==> config.mk <==
export PLATFORM = sky130hd
export DESIGN_NAME = bgcl_top
export DESIGN_NICKNAME = d
export VERILOG_FILES = /design/src/rtl/bgcl_pkg.sv /design/src/rtl/bgcl_top.sv /design/src/rtl/bgcl_sync.sv /design/src/rtl/bgcl_lockout.sv
export SDC_FILE = /design/constraint.sdc
export NUM_CORES = 1
export LEC_CHECK = 0
export BUFFER_PORTS_ARGS = -buffer_cell sky130_fd_sc_hd__buf_2
export CAP_MARGIN = 15
export CORE_UTILIZATION = 50
export CTS_BUF_LIST = sky130_fd_sc_hd__clkbuf_8
export DETAILED_ROUTE_END_ITERATION = 8
export PLACE_DENSITY = 0.85
export SETUP_SLACK_MARGIN = 0.2
export SYNTH_ARGS = -nofsm -noshare
export SYNTH_HDL_FRONTEND = slang
export SYNTH_SLANG_ARGS = --single-unit
==> constraint.sdc <==
create_clock -name aclk -period 5.7 [get_ports aclk]
set_clock_uncertainty 0.15 [all_clocks]
set_input_delay 0.285 -clock aclk [delete_from_list [all_inputs] [get_ports aclk]]
set_output_delay 0.285 -clock aclk [all_outputs]
set_load 0.01 [all_outputs]
==> src/rtl/bgcl_pkg.sv <==
// Constants and register map for the bridge gate command logic.
// Assumes a single 125 MHz clock and an AXI4-Lite master for software.
package bgcl_pkg;
	// ------------------------------------------------------------
	// Register map
	// ------------------------------------------------------------
	localparam logic [3:0]  ADDR_CTRL     = 4'h0;
	localparam logic [3:0]  ADDR_CONFIG   = 4'h4;
	localparam logic [3:0]  ADDR_STATUS   = 4'h8;
	localparam logic [3:0]  ADDR_IRQ_MASK = 4'hC;
	localparam int          ADDR_W        = 4;
	// ------------------------------------------------------------
	// Field positions
	// ------------------------------------------------------------
	localparam int          CFG_ETO_MASK  = 0;
	localparam int          CFG_STOP_SEL  = 1;
	localparam int          CFG_READ_KEEP = 2;
	localparam int          ST_TIMEOUT    = 0;
	localparam int          ST_OUT_ACTIVE = 1;
	localparam int          ST_COMMON     = 15;
	localparam logic [31:0] CTRL_RESET    = 32'h0000_0000;
	localparam logic [2:0]  CFG_RESET     = 3'h0;
	localparam logic [1:0]  RESP_OKAY     = 2'h0;
	localparam logic [1:0]  RESP_SLVERR   = 2'h2;
	// ------------------------------------------------------------
	// Timing
	// ------------------------------------------------------------
	localparam int          CLK_MHZ       = 125;
	localparam int          TIMEOUT_US    = 1000;
	localparam int          TIMEOUT_CYC   = TIMEOUT_US * CLK_MHZ;
	localparam int          CNT_W         = 24;
endpackage : bgcl_pkg

==> src/rtl/bgcl_top.sv <==
// Gate command logic: direct inputs, register commands, lockout,
// enable handling with timeout, status and interrupt over AXI4-Lite.
// Assumes direct pins and enable are asynchronous; pull-downs are external.
//
// Chosen here: the AXI4-Lite interface to the registers and the placing of the registers.
`timescale 1ns/1ps
`default_nettype none
module bgcl_top #(
	parameter int TIMEOUT_CYC = bgcl_pkg::TIMEOUT_CYC
) (
	input  wire logic        aclk,              // System clock
	input  wire logic        aresetn,           // Sync reset, low
	input  wire logic        phase_a_high_cmd,  // Direct A high
	input  wire logic        phase_a_low_cmd,   // Direct A low
	input  wire logic        phase_b_high_cmd,  // Direct B high
	input  wire logic        phase_b_low_cmd,   // Direct B low
	input  wire logic        phase_c_high_cmd,  // Direct C high
	input  wire logic        phase_c_low_cmd,   // Direct C low
	input  wire logic        enable_in,         // Output enable pin
	output var  logic [5:0]  gate_out,          // Gate commands AH..CL
	output var  logic        irq,               // Interrupt level
	input  wire logic        s_axi_awvalid,     // AW valid
	output var  logic        s_axi_awready,     // AW ready
	input  wire logic [3:0]  s_axi_awaddr,      // AW address
	input  wire logic        s_axi_wvalid,      // W valid
	output var  logic        s_axi_wready,      // W ready
	input  wire logic [31:0] s_axi_wdata,       // W data
	input  wire logic [3:0]  s_axi_wstrb,       // W strobes
	output var  logic        s_axi_bvalid,      // B valid
	input  wire logic        s_axi_bready,      // B ready
	output var  logic [1:0]  s_axi_bresp,       // B response
	input  wire logic        s_axi_arvalid,     // AR valid
	output var  logic        s_axi_arready,     // AR ready
	input  wire logic [3:0]  s_axi_araddr,      // AR address
	output var  logic        s_axi_rvalid,      // R valid
	input  wire logic        s_axi_rready,      // R ready
	output var  logic [31:0] s_axi_rdata,       // R data
	output var  logic [1:0]  s_axi_rresp        // R response
);
	// ------------------------------------------------------------
	// Input synchronisation
	// ------------------------------------------------------------
	logic [6:0] pins_sync;
	logic [5:0] pin_cmd;
	logic       en_sync;
	// Six direct inputs, one per drive, plus the enable pin in bit 6
	bgcl_sync #(.W(7)) u_sync (
		.aclk     (aclk),
		.aresetn  (aresetn),
		.async_in ({enable_in, phase_a_high_cmd, phase_a_low_cmd,
			phase_b_high_cmd, phase_b_low_cmd, phase_c_high_cmd,
			phase_c_low_cmd}),
		.sync_out (pins_sync)
	);
	assign pin_cmd = pins_sync[5:0];
	assign en_sync = pins_sync[6];

	// ------------------------------------------------------------
	// Registers
	// ------------------------------------------------------------
	logic [5:0]  reg_cmd;
	logic [2:0]  cfg;
	logic        timeout_flag;
	logic        common_fault_flag;
	logic        irq_mask;
	logic        out_active;
	logic [5:0]  drive;
	logic        en_prev;
	logic        en_edge;
	logic [bgcl_pkg::CNT_W-1:0] tmr;
	logic        timer_run;
	logic        timeout_hit;
	logic        st_read;
	logic        clear_faults;
	logic        aw_held;
	logic        w_held;
	logic [3:0]  aw_addr;
	logic [31:0] w_data;
	logic [3:0]  w_strb;
	logic        do_write;

	bgcl_lockout u_lock (
		.pin_cmd (pin_cmd),
		.reg_cmd (reg_cmd),
		.drive   (drive)
	);

	// ------------------------------------------------------------
	// AXI4-Lite write path
	// ------------------------------------------------------------
	assign do_write = aw_held && w_held && !s_axi_bvalid;
	always_ff @(posedge aclk) begin
		if (!aresetn) begin
			aw_held       <= 1'b0;
			w_held        <= 1'b0;
			aw_addr       <= '0;
			w_data        <= '0;
			w_strb        <= '0;
			s_axi_awready <= 1'b0;
			s_axi_wready  <= 1'b0;
		end else begin
			s_axi_awready <= !aw_held && !s_axi_awready;
			s_axi_wready  <= !w_held && !s_axi_wready;
			if (s_axi_awvalid && s_axi_awready) begin
				aw_held <= 1'b1;
				aw_addr <= s_axi_awaddr;
				s_axi_awready <= 1'b0;
			end
			if (s_axi_wvalid && s_axi_wready) begin
				w_held <= 1'b1;
				w_data <= s_axi_wdata;
				w_strb <= s_axi_wstrb;
				s_axi_wready <= 1'b0;
			end
			if (do_write) begin
				aw_held <= 1'b0;
				w_held  <= 1'b0;
			end
		end
	end

	always_ff @(posedge aclk) begin
		if (!aresetn) begin
			s_axi_bvalid <= 1'b0;
			s_axi_bresp  <= bgcl_pkg::RESP_OKAY;
		end else if (do_write) begin
			s_axi_bvalid <= 1'b1;
			s_axi_bresp  <= (aw_addr == bgcl_pkg::ADDR_STATUS ||
				aw_addr[1:0] != 2'h0) ? bgcl_pkg::RESP_SLVERR : bgcl_pkg::RESP_OKAY;
		end else if (s_axi_bready) begin
			s_axi_bvalid <= 1'b0;
		end
	end

	// Control and config: reset 0 leaves register path idle
	always_ff @(posedge aclk) begin
		if (!aresetn) begin
			reg_cmd  <= bgcl_pkg::CTRL_RESET[5:0];
			cfg      <= bgcl_pkg::CFG_RESET;
			irq_mask <= 1'b0;
		end else if (do_write && w_strb[0]) begin
			unique case (aw_addr)
				bgcl_pkg::ADDR_CTRL:     reg_cmd  <= w_data[5:0];
				bgcl_pkg::ADDR_CONFIG:   cfg      <= w_data[2:0];
				bgcl_pkg::ADDR_IRQ_MASK: irq_mask <= w_data[0];
				default: ;
			endcase
		end
	end

	// ------------------------------------------------------------
	// AXI4-Lite read path
	// ------------------------------------------------------------
	assign st_read = s_axi_arvalid && s_axi_arready &&
		s_axi_araddr == bgcl_pkg::ADDR_STATUS;
	assign clear_faults = st_read && !cfg[bgcl_pkg::CFG_READ_KEEP];
	always_ff @(posedge aclk) begin
		if (!aresetn) begin
			s_axi_arready <= 1'b0;
			s_axi_rvalid  <= 1'b0;
			s_axi_rdata   <= '0;
			s_axi_rresp   <= bgcl_pkg::RESP_OKAY;
		end else if (s_axi_arvalid && s_axi_arready) begin
			s_axi_arready <= 1'b0;
			s_axi_rvalid  <= 1'b1;
			s_axi_rresp   <= bgcl_pkg::RESP_OKAY;
			s_axi_rdata   <= '0;
			unique case (s_axi_araddr)
				bgcl_pkg::ADDR_CTRL:     s_axi_rdata[5:0] <= reg_cmd;
				bgcl_pkg::ADDR_CONFIG:   s_axi_rdata[2:0] <= cfg;
				bgcl_pkg::ADDR_IRQ_MASK: s_axi_rdata[0]   <= irq_mask;
				bgcl_pkg::ADDR_STATUS: begin
					s_axi_rdata[bgcl_pkg::ST_TIMEOUT]    <= timeout_flag;
					s_axi_rdata[bgcl_pkg::ST_OUT_ACTIVE] <= out_active;
					s_axi_rdata[bgcl_pkg::ST_COMMON]     <= common_fault_flag;
				end
				default: s_axi_rresp <= bgcl_pkg::RESP_SLVERR;
			endcase
		end else if (s_axi_rvalid) begin
			if (s_axi_rready) begin
				s_axi_rvalid <= 1'b0;
			end
		end else begin
			s_axi_arready <= 1'b1;
		end
	end

	// ------------------------------------------------------------
	// Enable qualification and timeout
	// ------------------------------------------------------------
	assign en_edge     = en_sync != en_prev;
	assign timeout_hit = timer_run && tmr == bgcl_pkg::CNT_W'(TIMEOUT_CYC - 1);
	always_ff @(posedge aclk) begin
		if (!aresetn) begin
			en_prev <= 1'b0;
		end else begin
			en_prev <= en_sync;
		end
	end

	always_ff @(posedge aclk) begin
		if (!aresetn || cfg[bgcl_pkg::CFG_ETO_MASK]) begin
			tmr       <= '0;
			timer_run <= 1'b0;
		end else if (en_edge) begin
			tmr       <= '0;
			timer_run <= 1'b1;
		end else if (timeout_hit) begin
			timer_run <= 1'b0;
		end else if (timer_run) begin
			tmr <= tmr + 1'b1;
		end
	end

	// Outputs off until first edge; off again after a stopping timeout
	always_ff @(posedge aclk) begin
		if (!aresetn || cfg[bgcl_pkg::CFG_ETO_MASK]) begin
			out_active <= 1'b0;
		end else if (en_edge) begin
			out_active <= 1'b1;
		end else if (timeout_hit && cfg[bgcl_pkg::CFG_STOP_SEL]) begin
			out_active <= 1'b0;
		end
	end

	// Set beats clear; stop mode also self-clears on the next edge
	always_ff @(posedge aclk) begin
		if (!aresetn) begin
			timeout_flag <= 1'b0;
		end else if (timeout_hit) begin
			timeout_flag <= 1'b1;
		end else if (clear_faults ||
			(en_edge && cfg[bgcl_pkg::CFG_STOP_SEL])) begin
			timeout_flag <= 1'b0;
		end
	end

	always_ff @(posedge aclk) begin
		if (!aresetn) begin
			common_fault_flag <= 1'b0;
		end else if (timeout_hit) begin
			common_fault_flag <= 1'b1;
		end else if (clear_faults) begin
			common_fault_flag <= 1'b0;
		end
	end

	// ------------------------------------------------------------
	// Gate outputs and interrupt
	// ------------------------------------------------------------
	// Direct mode still costs the two sync flops plus one; a true
	// asynchronous bypass belongs in the analogue driver stage.
	always_ff @(posedge aclk) begin
		if (!aresetn) begin
			gate_out <= '0;
		end else if (cfg[bgcl_pkg::CFG_ETO_MASK]) begin
			gate_out <= en_sync ? drive : '0;
		end else begin
			gate_out <= out_active ? drive : '0;
		end
	end

	always_ff @(posedge aclk) begin
		if (!aresetn) begin
			irq <= 1'b0;
		end else begin
			irq <= timeout_flag && irq_mask;
		end
	end

	// ------------------------------------------------------------
	// Assertions
	// ------------------------------------------------------------
	lockout_phase_a: assert property (@(posedge aclk) disable iff (!aresetn)
		!(gate_out[5] && gate_out[4]))
		else $error("phase A both sides on");
	lockout_req_a: assert property (@(posedge aclk) disable iff (!aresetn)
		(pin_cmd[5] | reg_cmd[5]) && (pin_cmd[4] | reg_cmd[4])
		|=> !gate_out[5] && !gate_out[4])
		else $error("lockout did not force phase off");
	// With pins idle and outputs active in timed mode, a register command without a same-phase pair must pass unchanged
	or_combine_a: assert property (@(posedge aclk) disable iff (!aresetn)
		out_active && !cfg[bgcl_pkg::CFG_ETO_MASK] && pin_cmd == 6'h00 &&
		(reg_cmd & (reg_cmd >> 1) & 6'h15) == 6'h00
		|=> gate_out == $past(reg_cmd))
		else $error("register command not passed");
	direct_gate_a: assert property (@(posedge aclk) disable iff (!aresetn)
		cfg[bgcl_pkg::CFG_ETO_MASK] && !en_sync |=> gate_out == 6'h00)
		else $error("direct enable low left outputs on");
	edge_activates_a: assert property (@(posedge aclk) disable iff (!aresetn)
		!cfg[bgcl_pkg::CFG_ETO_MASK] && en_edge |=> out_active)
		else $error("enable edge did not activate");
	stop_timeout_a: assert property (@(posedge aclk) disable iff (!aresetn)
		timeout_hit && cfg[bgcl_pkg::CFG_STOP_SEL] && !cfg[bgcl_pkg::CFG_ETO_MASK] &&
		!en_edge |=> !out_active && timeout_flag)
		else $error("stopping timeout wrong");
	keep_timeout_a: assert property (@(posedge aclk) disable iff (!aresetn)
		timeout_hit && !cfg[bgcl_pkg::CFG_STOP_SEL] && !cfg[bgcl_pkg::CFG_ETO_MASK] &&
		!en_edge |=> $stable(out_active) && timeout_flag)
		else $error("non-stop timeout changed outputs");
	restart_timer_a: assert property (@(posedge aclk) disable iff (!aresetn)
		en_edge && !cfg[bgcl_pkg::CFG_ETO_MASK] |=> tmr == '0)
		else $error("timer not restarted");
	keep_on_read_a: assert property (@(posedge aclk) disable iff (!aresetn)
		st_read && cfg[bgcl_pkg::CFG_READ_KEEP] && timeout_flag && !en_edge
		|=> timeout_flag)
		else $error("suppressed read cleared fault");
	common_fault_a: assert property (@(posedge aclk) disable iff (!aresetn)
		timeout_flag |-> common_fault_flag)
		else $error("common fault flag missing");
endmodule : bgcl_top
`default_nettype wire

==> src/rtl/bgcl_sync.sv <==
// Two-flop synchroniser for a bank of pin inputs.
// Assumes inputs are asynchronous to aclk.
`timescale 1ns/1ps
`default_nettype none
module bgcl_sync #(
	parameter int W = 1
) (
	input  wire logic         aclk,    // System clock
	input  wire logic         aresetn, // Sync reset, low
	input  wire logic [W-1:0] async_in, // Pin levels
	output var  logic [W-1:0] sync_out  // Synchronised
);
	logic [W-1:0] stage1;
	// Reset low matches the safe off level of the pins
	always_ff @(posedge aclk) begin
		if (!aresetn) begin
			stage1   <= '0;
			sync_out <= '0;
		end else begin
			stage1   <= async_in;
			sync_out <= stage1;
		end
	end
endmodule : bgcl_sync
`default_nettype wire

==> src/rtl/bgcl_lockout.sv <==
// Per-phase OR of command sources with cross-conduction lockout.
// Assumes both command vectors are on aclk; bit order AH,AL,BH,BL,CH,CL.
`timescale 1ns/1ps
`default_nettype none
module bgcl_lockout (
	input  wire logic [5:0] pin_cmd, // Synchronised direct commands
	input  wire logic [5:0] reg_cmd, // Register commands
	output var  logic [5:0] drive    // Locked-out request
);
	logic [5:0] req;
	assign req = pin_cmd | reg_cmd;
	genvar p;
	generate
		for (p = 0; p < 3; p++) begin : g_phase
			// Both sides on means neither; avoids shoot-through
			assign drive[2*p+1] = req[2*p+1] & ~req[2*p];
			assign drive[2*p]   = req[2*p]   & ~req[2*p+1];
		end
	endgenerate
endmodule : bgcl_lockout
`default_nettype wire

==> impl_metrics.prom <==
# TYPE chip_impl_metric gauge
chip_impl_metric{name="grt_start_max_net_pins",unit=""} 59
chip_impl_metric{name="clock_power_share",unit=""} 0.358
chip_impl_metric{name="slew_headroom",unit=""} 0.4902
chip_impl_metric{name="ratio_of_cells_with_drive_above_1_in_the_final_layout",unit=""} 0.1685
chip_impl_metric{name="pwr-share-seq",unit=""} 0.580
chip_impl_metric{name="io_buffer_count",unit=""} 49
chip_impl_info{name="min_path_type",value="primary input to flip-flop"} 1
chip_impl_metric{name="synthesis.yosys.warnings",unit=""} 0
chip_impl_metric{name="first_iter_violations",unit=""} 167
chip_impl_metric{name="timing.setup.tns",unit="ps"} 0
chip_impl_metric{name="final_nets",unit=""} 505
chip_impl_metric{name="internal_power",unit="mW"} 0.8133
chip_impl_metric{name="fmax",unit="MHz"} 430.4
chip_impl_metric{name="cpPeakStageDelay",unit="ps"} 790
chip_impl_metric{name="multi_input_logic_area",unit="mm^2"} 0.001750
chip_impl_metric{name="clk_transition_reported_paths",unit="ps"} 90
chip_impl_metric{name="chipWidth",unit="um"} 87.83
chip_impl_metric{name="synth_enable_flop_cells",unit=""} 0
chip_impl_metric{name="final-max-slew-violation-count",unit=""} 0
chip_impl_metric{name="cts_htree_levels",unit=""} 3
chip_impl_metric{name="syn-mean-instance-area",unit="um^2"} 9.302
chip_impl_metric{name="switchingPower",unit="mW"} 0.2820
chip_impl_metric{name="worst_ir_drop_vdd",unit="mV"} 0.1886
chip_impl_metric{name="drc_errors",unit=""} 0
chip_impl_metric{name="p_leak",unit="nW"} 1.600
chip_impl_info{name="netlist.top_cell.by_area",value="sky130_fd_sc_hd__dfxtp_1"} 1
chip_impl_info{name="worst_setup_path_start_kind",value="primary input"} 1
chip_impl_info{name="ys_top_cells_by_area",value="sky130_fd_sc_hd__dfxtp_1, sky130_fd_sc_hd__buf_4, sky130_fd_sc_hd__nand2_1"} 1
chip_impl_metric{name="postSynthRegisterBits",unit=""} 87
chip_impl_metric{name="final-setup-viol-count",unit=""} 0
chip_impl_metric{name="gp_congestion",unit=""} 0.8335
chip_impl_metric{name="insertedDiodeCount",unit=""} 0
chip_impl_metric{name="layout-area-overhead-vs-synth",unit="%"} 11.62
chip_impl_metric{name="yosys.cell_types.count",unit=""} 47
chip_impl_metric{name="wl_met3",unit="um"} 367
chip_impl_metric{name="regToRegSetupSlack",unit="ps"} 3470
chip_impl_info{name="highest_delay_cell_along_the_critical_path",value="sky130_fd_sc_hd__or4_2"} 1
chip_impl_metric{name="drtPass1Iterations",unit=""} 5
chip_impl_metric{name="asyncSetResetFlopFracSynth",unit=""} 0
chip_impl_metric{name="area_of_the_die",unit="mm^2"} 0.007714
chip_impl_metric{name="power_frac_comb",unit=""} 0.062
chip_impl_info{name="endpoint_class_of_the_critical_path",value="flip-flop"} 1
chip_impl_metric{name="cts_setup_buffers",unit=""} 0
chip_impl_metric{name="core.rowCount",unit=""} 30
chip_impl_metric{name="overflow",unit=""} 0
chip_impl_info{name="setup.worst_path.class",value="primary input to flip-flop"} 1
chip_impl_metric{name="grt_antenna_before_repair",unit=""} 0
chip_impl_metric{name="tightestPinTransition",unit="ps"} 762.8
chip_impl_metric{name="die_y",unit="um"} 87.83
chip_impl_metric{name="synthesis.area",unit="mm^2"} 0.003684
chip_impl_info{name="top_layer_used",value="met4"} 1
chip_impl_metric{name="route.final.wire_length",unit="um"} 6966
chip_impl_info{name="cpMostUsedCell",value="sky130_fd_sc_hd__nand2_1"} 1
chip_impl_metric{name="final.fill_count",unit=""} 601
chip_impl_metric{name="syn-instance-count",unit=""} 396
chip_impl_metric{name="critical_path_peak_fanout",unit=""} 58
chip_impl_metric{name="total_grt_usage",unit=""} 0.1943
chip_impl_metric{name="dr_total_vias",unit=""} 2853
chip_impl_metric{name="ioPinCount",unit=""} 106
chip_impl_metric{name="wl_per_cell",unit="um"} 12.73
chip_impl_metric{name="p_sw_frac",unit=""} 0.2574
chip_impl_metric{name="timing_hold_violations_final",unit=""} 0
chip_impl_metric{name="stdcell_count",unit=""} 547
chip_impl_metric{name="global_route_wire_length_before_repair",unit="um"} 11480
chip_impl_metric{name="synthDominantCellAreaShare",unit=""} 0.4728
chip_impl_metric{name="final_antenna_net_count",unit=""} 0
chip_impl_info{name="cts_tree",value="yes"} 1
chip_impl_metric{name="dpl.hpwl",unit="um"} 4922
chip_impl_metric{name="worst_skew_pair.late_latency",unit="ps"} 360
chip_impl_info{name="cp-startpoint",value="aresetn"} 1
chip_impl_info{name="status",value="finished clean"} 1
chip_impl_metric{name="synth.yosys.seq_area_share",unit=""} 0.4728
chip_impl_metric{name="power.density_cell_area",unit="mW/mm^2"} 266.4
chip_impl_metric{name="start_util",unit=""} 0.5305
chip_impl_metric{name="cts.sink_count",unit=""} 87
chip_impl_metric{name="report.power.total",unit="mW"} 1.095
chip_impl_metric{name="drv.max_cap_violation_count",unit=""} 0
chip_impl_metric{name="routed_via_density",unit=""} 5.216
chip_impl_metric{name="wirelength_met1",unit="um"} 3040
chip_impl_info{name="timing.critical_path.to",value="tmr[3]"} 1
chip_impl_metric{name="regArea",unit="mm^2"} 0.001742
chip_impl_metric{name="cts_resized",unit=""} 0
chip_impl_info{name="crit-reg2reg-capture",value="tmr[9]"} 1
chip_impl_info{name="yosys_most_used_dff",value="sky130_fd_sc_hd__dfxtp_1"} 1
chip_impl_metric{name="vias_in_the_first_global_route",unit=""} 2587
chip_impl_metric{name="cts.path.max_buffers",unit=""} 2
chip_impl_metric{name="dr_wl_met2",unit="um"} 3465
chip_impl_info{name="clock_tree.root_cell",value="sky130_fd_sc_hd__clkbuf_8"} 1
chip_impl_info{name="synth.cells.most_frequent",value="sky130_fd_sc_hd__dfxtp_1, sky130_fd_sc_hd__nand2_1, sky130_fd_sc_hd__buf_4"} 1
chip_impl_info{name="most_common_cell_in_the_synthesized_netlist",value="sky130_fd_sc_hd__dfxtp_1"} 1
chip_impl_metric{name="final.period_utilization",unit=""} 0.4076
chip_impl_info{name="timing.critical_path.cells",value="buf_2, nor2b_1, nand2_1, or4_2, nand2_1"} 1
chip_impl_metric{name="worst-endpoint-arrival",unit="ps"} 2470
chip_impl_metric{name="timing.final.crit_period",unit="ps"} 2323
chip_impl_info{name="worst_reg2reg_path_startpoint",value="tmr[0]"} 1
chip_impl_metric{name="num_cts_buffers",unit=""} 9
chip_impl_metric{name="coreArea",unit="mm^2"} 0.006944
chip_impl_info{name="rsz0062_at_grt",value="false"} 1
chip_impl_metric{name="hold_buf_count_cts",unit=""} 7
chip_impl_metric{name="timing.reg2reg.worst_path_depth",unit=""} 6
chip_impl_metric{name="placed_cells",unit=""} 524
chip_impl_metric{name="critPathRequiredTime",unit="ps"} 5850
## layout by cell type, fill, tap and decap left out, types with 3 or more instances in the layout
master and instances:
sky130_fd_sc_hd__dfxtp_1 87, sky130_fd_sc_hd__buf_2 49, sky130_fd_sc_hd__nand2_1 37, sky130_fd_sc_hd__nor2_1 27, sky130_fd_sc_hd__conb_1 27, sky130_fd_sc_hd__nand3_1 21
sky130_fd_sc_hd__nor2b_1 20, sky130_fd_sc_hd__and2_1 17, sky130_fd_sc_hd__o21ai_0 15, sky130_fd_sc_hd__a21boi_0 15, sky130_fd_sc_hd__a21oi_1 14, sky130_fd_sc_hd__xor2_1 13
sky130_fd_sc_hd__mux2i_1 12, sky130_fd_sc_hd__nand4_1 11, sky130_fd_sc_hd__clkbuf_8 9, sky130_fd_sc_hd__nor4_1 8, sky130_fd_sc_hd__dlygate4sd3_1 7, sky130_fd_sc_hd__or3_1 6
sky130_fd_sc_hd__and3_1 5, sky130_fd_sc_hd__nand2b_1 5, sky130_fd_sc_hd__a22oi_1 5, sky130_fd_sc_hd__inv_6 4, sky130_fd_sc_hd__inv_1 3, sky130_fd_sc_hd__nor3b_1 3
sky130_fd_sc_hd__nor4b_1 3
## kinds of logic (layout without fill, tap and decap cells)
group / after synthesis / after routing / share of synthesized area
adder cells (fa/ha/maj): 1 / 1 / 0.003396
other: 1 / 27 / 0.001018
AO/OA/AOI/OAI: 56 / 56 / 0.09613
flip-flops: 87 / 87 / 0.4728
XOR/XNOR: 15 / 15 / 0.03567
buffers and inverters: 45 / 74 / 0.07847
multiplexers: 14 / 14 / 0.04178
AND/OR/NAND/NOR: 177 / 177 / 0.2707
## routing by layer
metal / up-vias / GRT usage
li1: 1417 / -
met5: - / 0
met4: 0 / 0.06408
met1: 1339 / 0.2336
met3: 10 / 0.07163
met2: 87 / 0.3221
## sequential cells by signal, summed over array words and instances (netlist names), 3 cells and up
name	count
gate_out	6
u_sync.sync_out	7
u_sync.stage1	7
cfg	3
s_axi_rdata	7
tmr	24
reg_cmd	6
w_data	6
aw_addr	4
## power groups by stage
stage / Sequential (mW) / Clock (mW) / Combinational, mW
4_1_cts: 0.635 / 0.400 / 0.0685
3_5_place_dp: 0.649 / 0 / 0.0645
6_report: 0.635 / 0.392 / 0.0683
3_3_place_gp: 0.648 / 0 / 0.0626
2_1_floorplan: 0.646 / 0 / 0.0598
5_1_grt: 0.637 / 0.426 / 0.0767
## worst max-delay path: cells and delay by family
family / cells / cell delay, ps
AND/OR/NAND/NOR: 4 / 1600
buffers and inverters: 1 / 560
## how the worst min path moves through the flow
stage	to	cells past startpoint	from	slack [ps]
global route	w_data[0]	3	s_axi_wdata[0]	20
detailed placement	gate_out[5]	1	u_sync.sync_out[4]	260
CTS	w_data[5]	3	s_axi_wdata[5]	20
floorplan	gate_out[1]	1	u_sync.sync_out[0]	240
finish	w_data[5]	3	s_axi_wdata[5]	30
global placement	gate_out[5]	1	u_sync.sync_out[4]	260
## stage by stage
stage / area, um^2 / setup slack [ps] / util / hold WS (ps)
final: 4111 / 3377 / 0.5921 / 28.68
after global routing: 4111 / 3215 / 0.5921 / 18.53
after CTS: 4111 / 3355 / 0.5921 / 20.40
after detailed placement: 3865 / 2967 / 0.5566 / 257.4
after global placement: 3865 / 3043 / 0.5566 / 255.1
after floorplan: 3781 / 3841 / - / 244.4
## layout make-up
type / count / share of cell area
tap: 96 / 0.02921
clock inverter: 7 / 0.01278
multi-input combinational: 290 / 0.4257
clock buffer: 9 / 0.03013
timing repair buffer: 56 / 0.07669
sequential: 87 / 0.4236
inverter: 2 / 0.001826
Note: power is estimated with default switching activity, not from simulation.
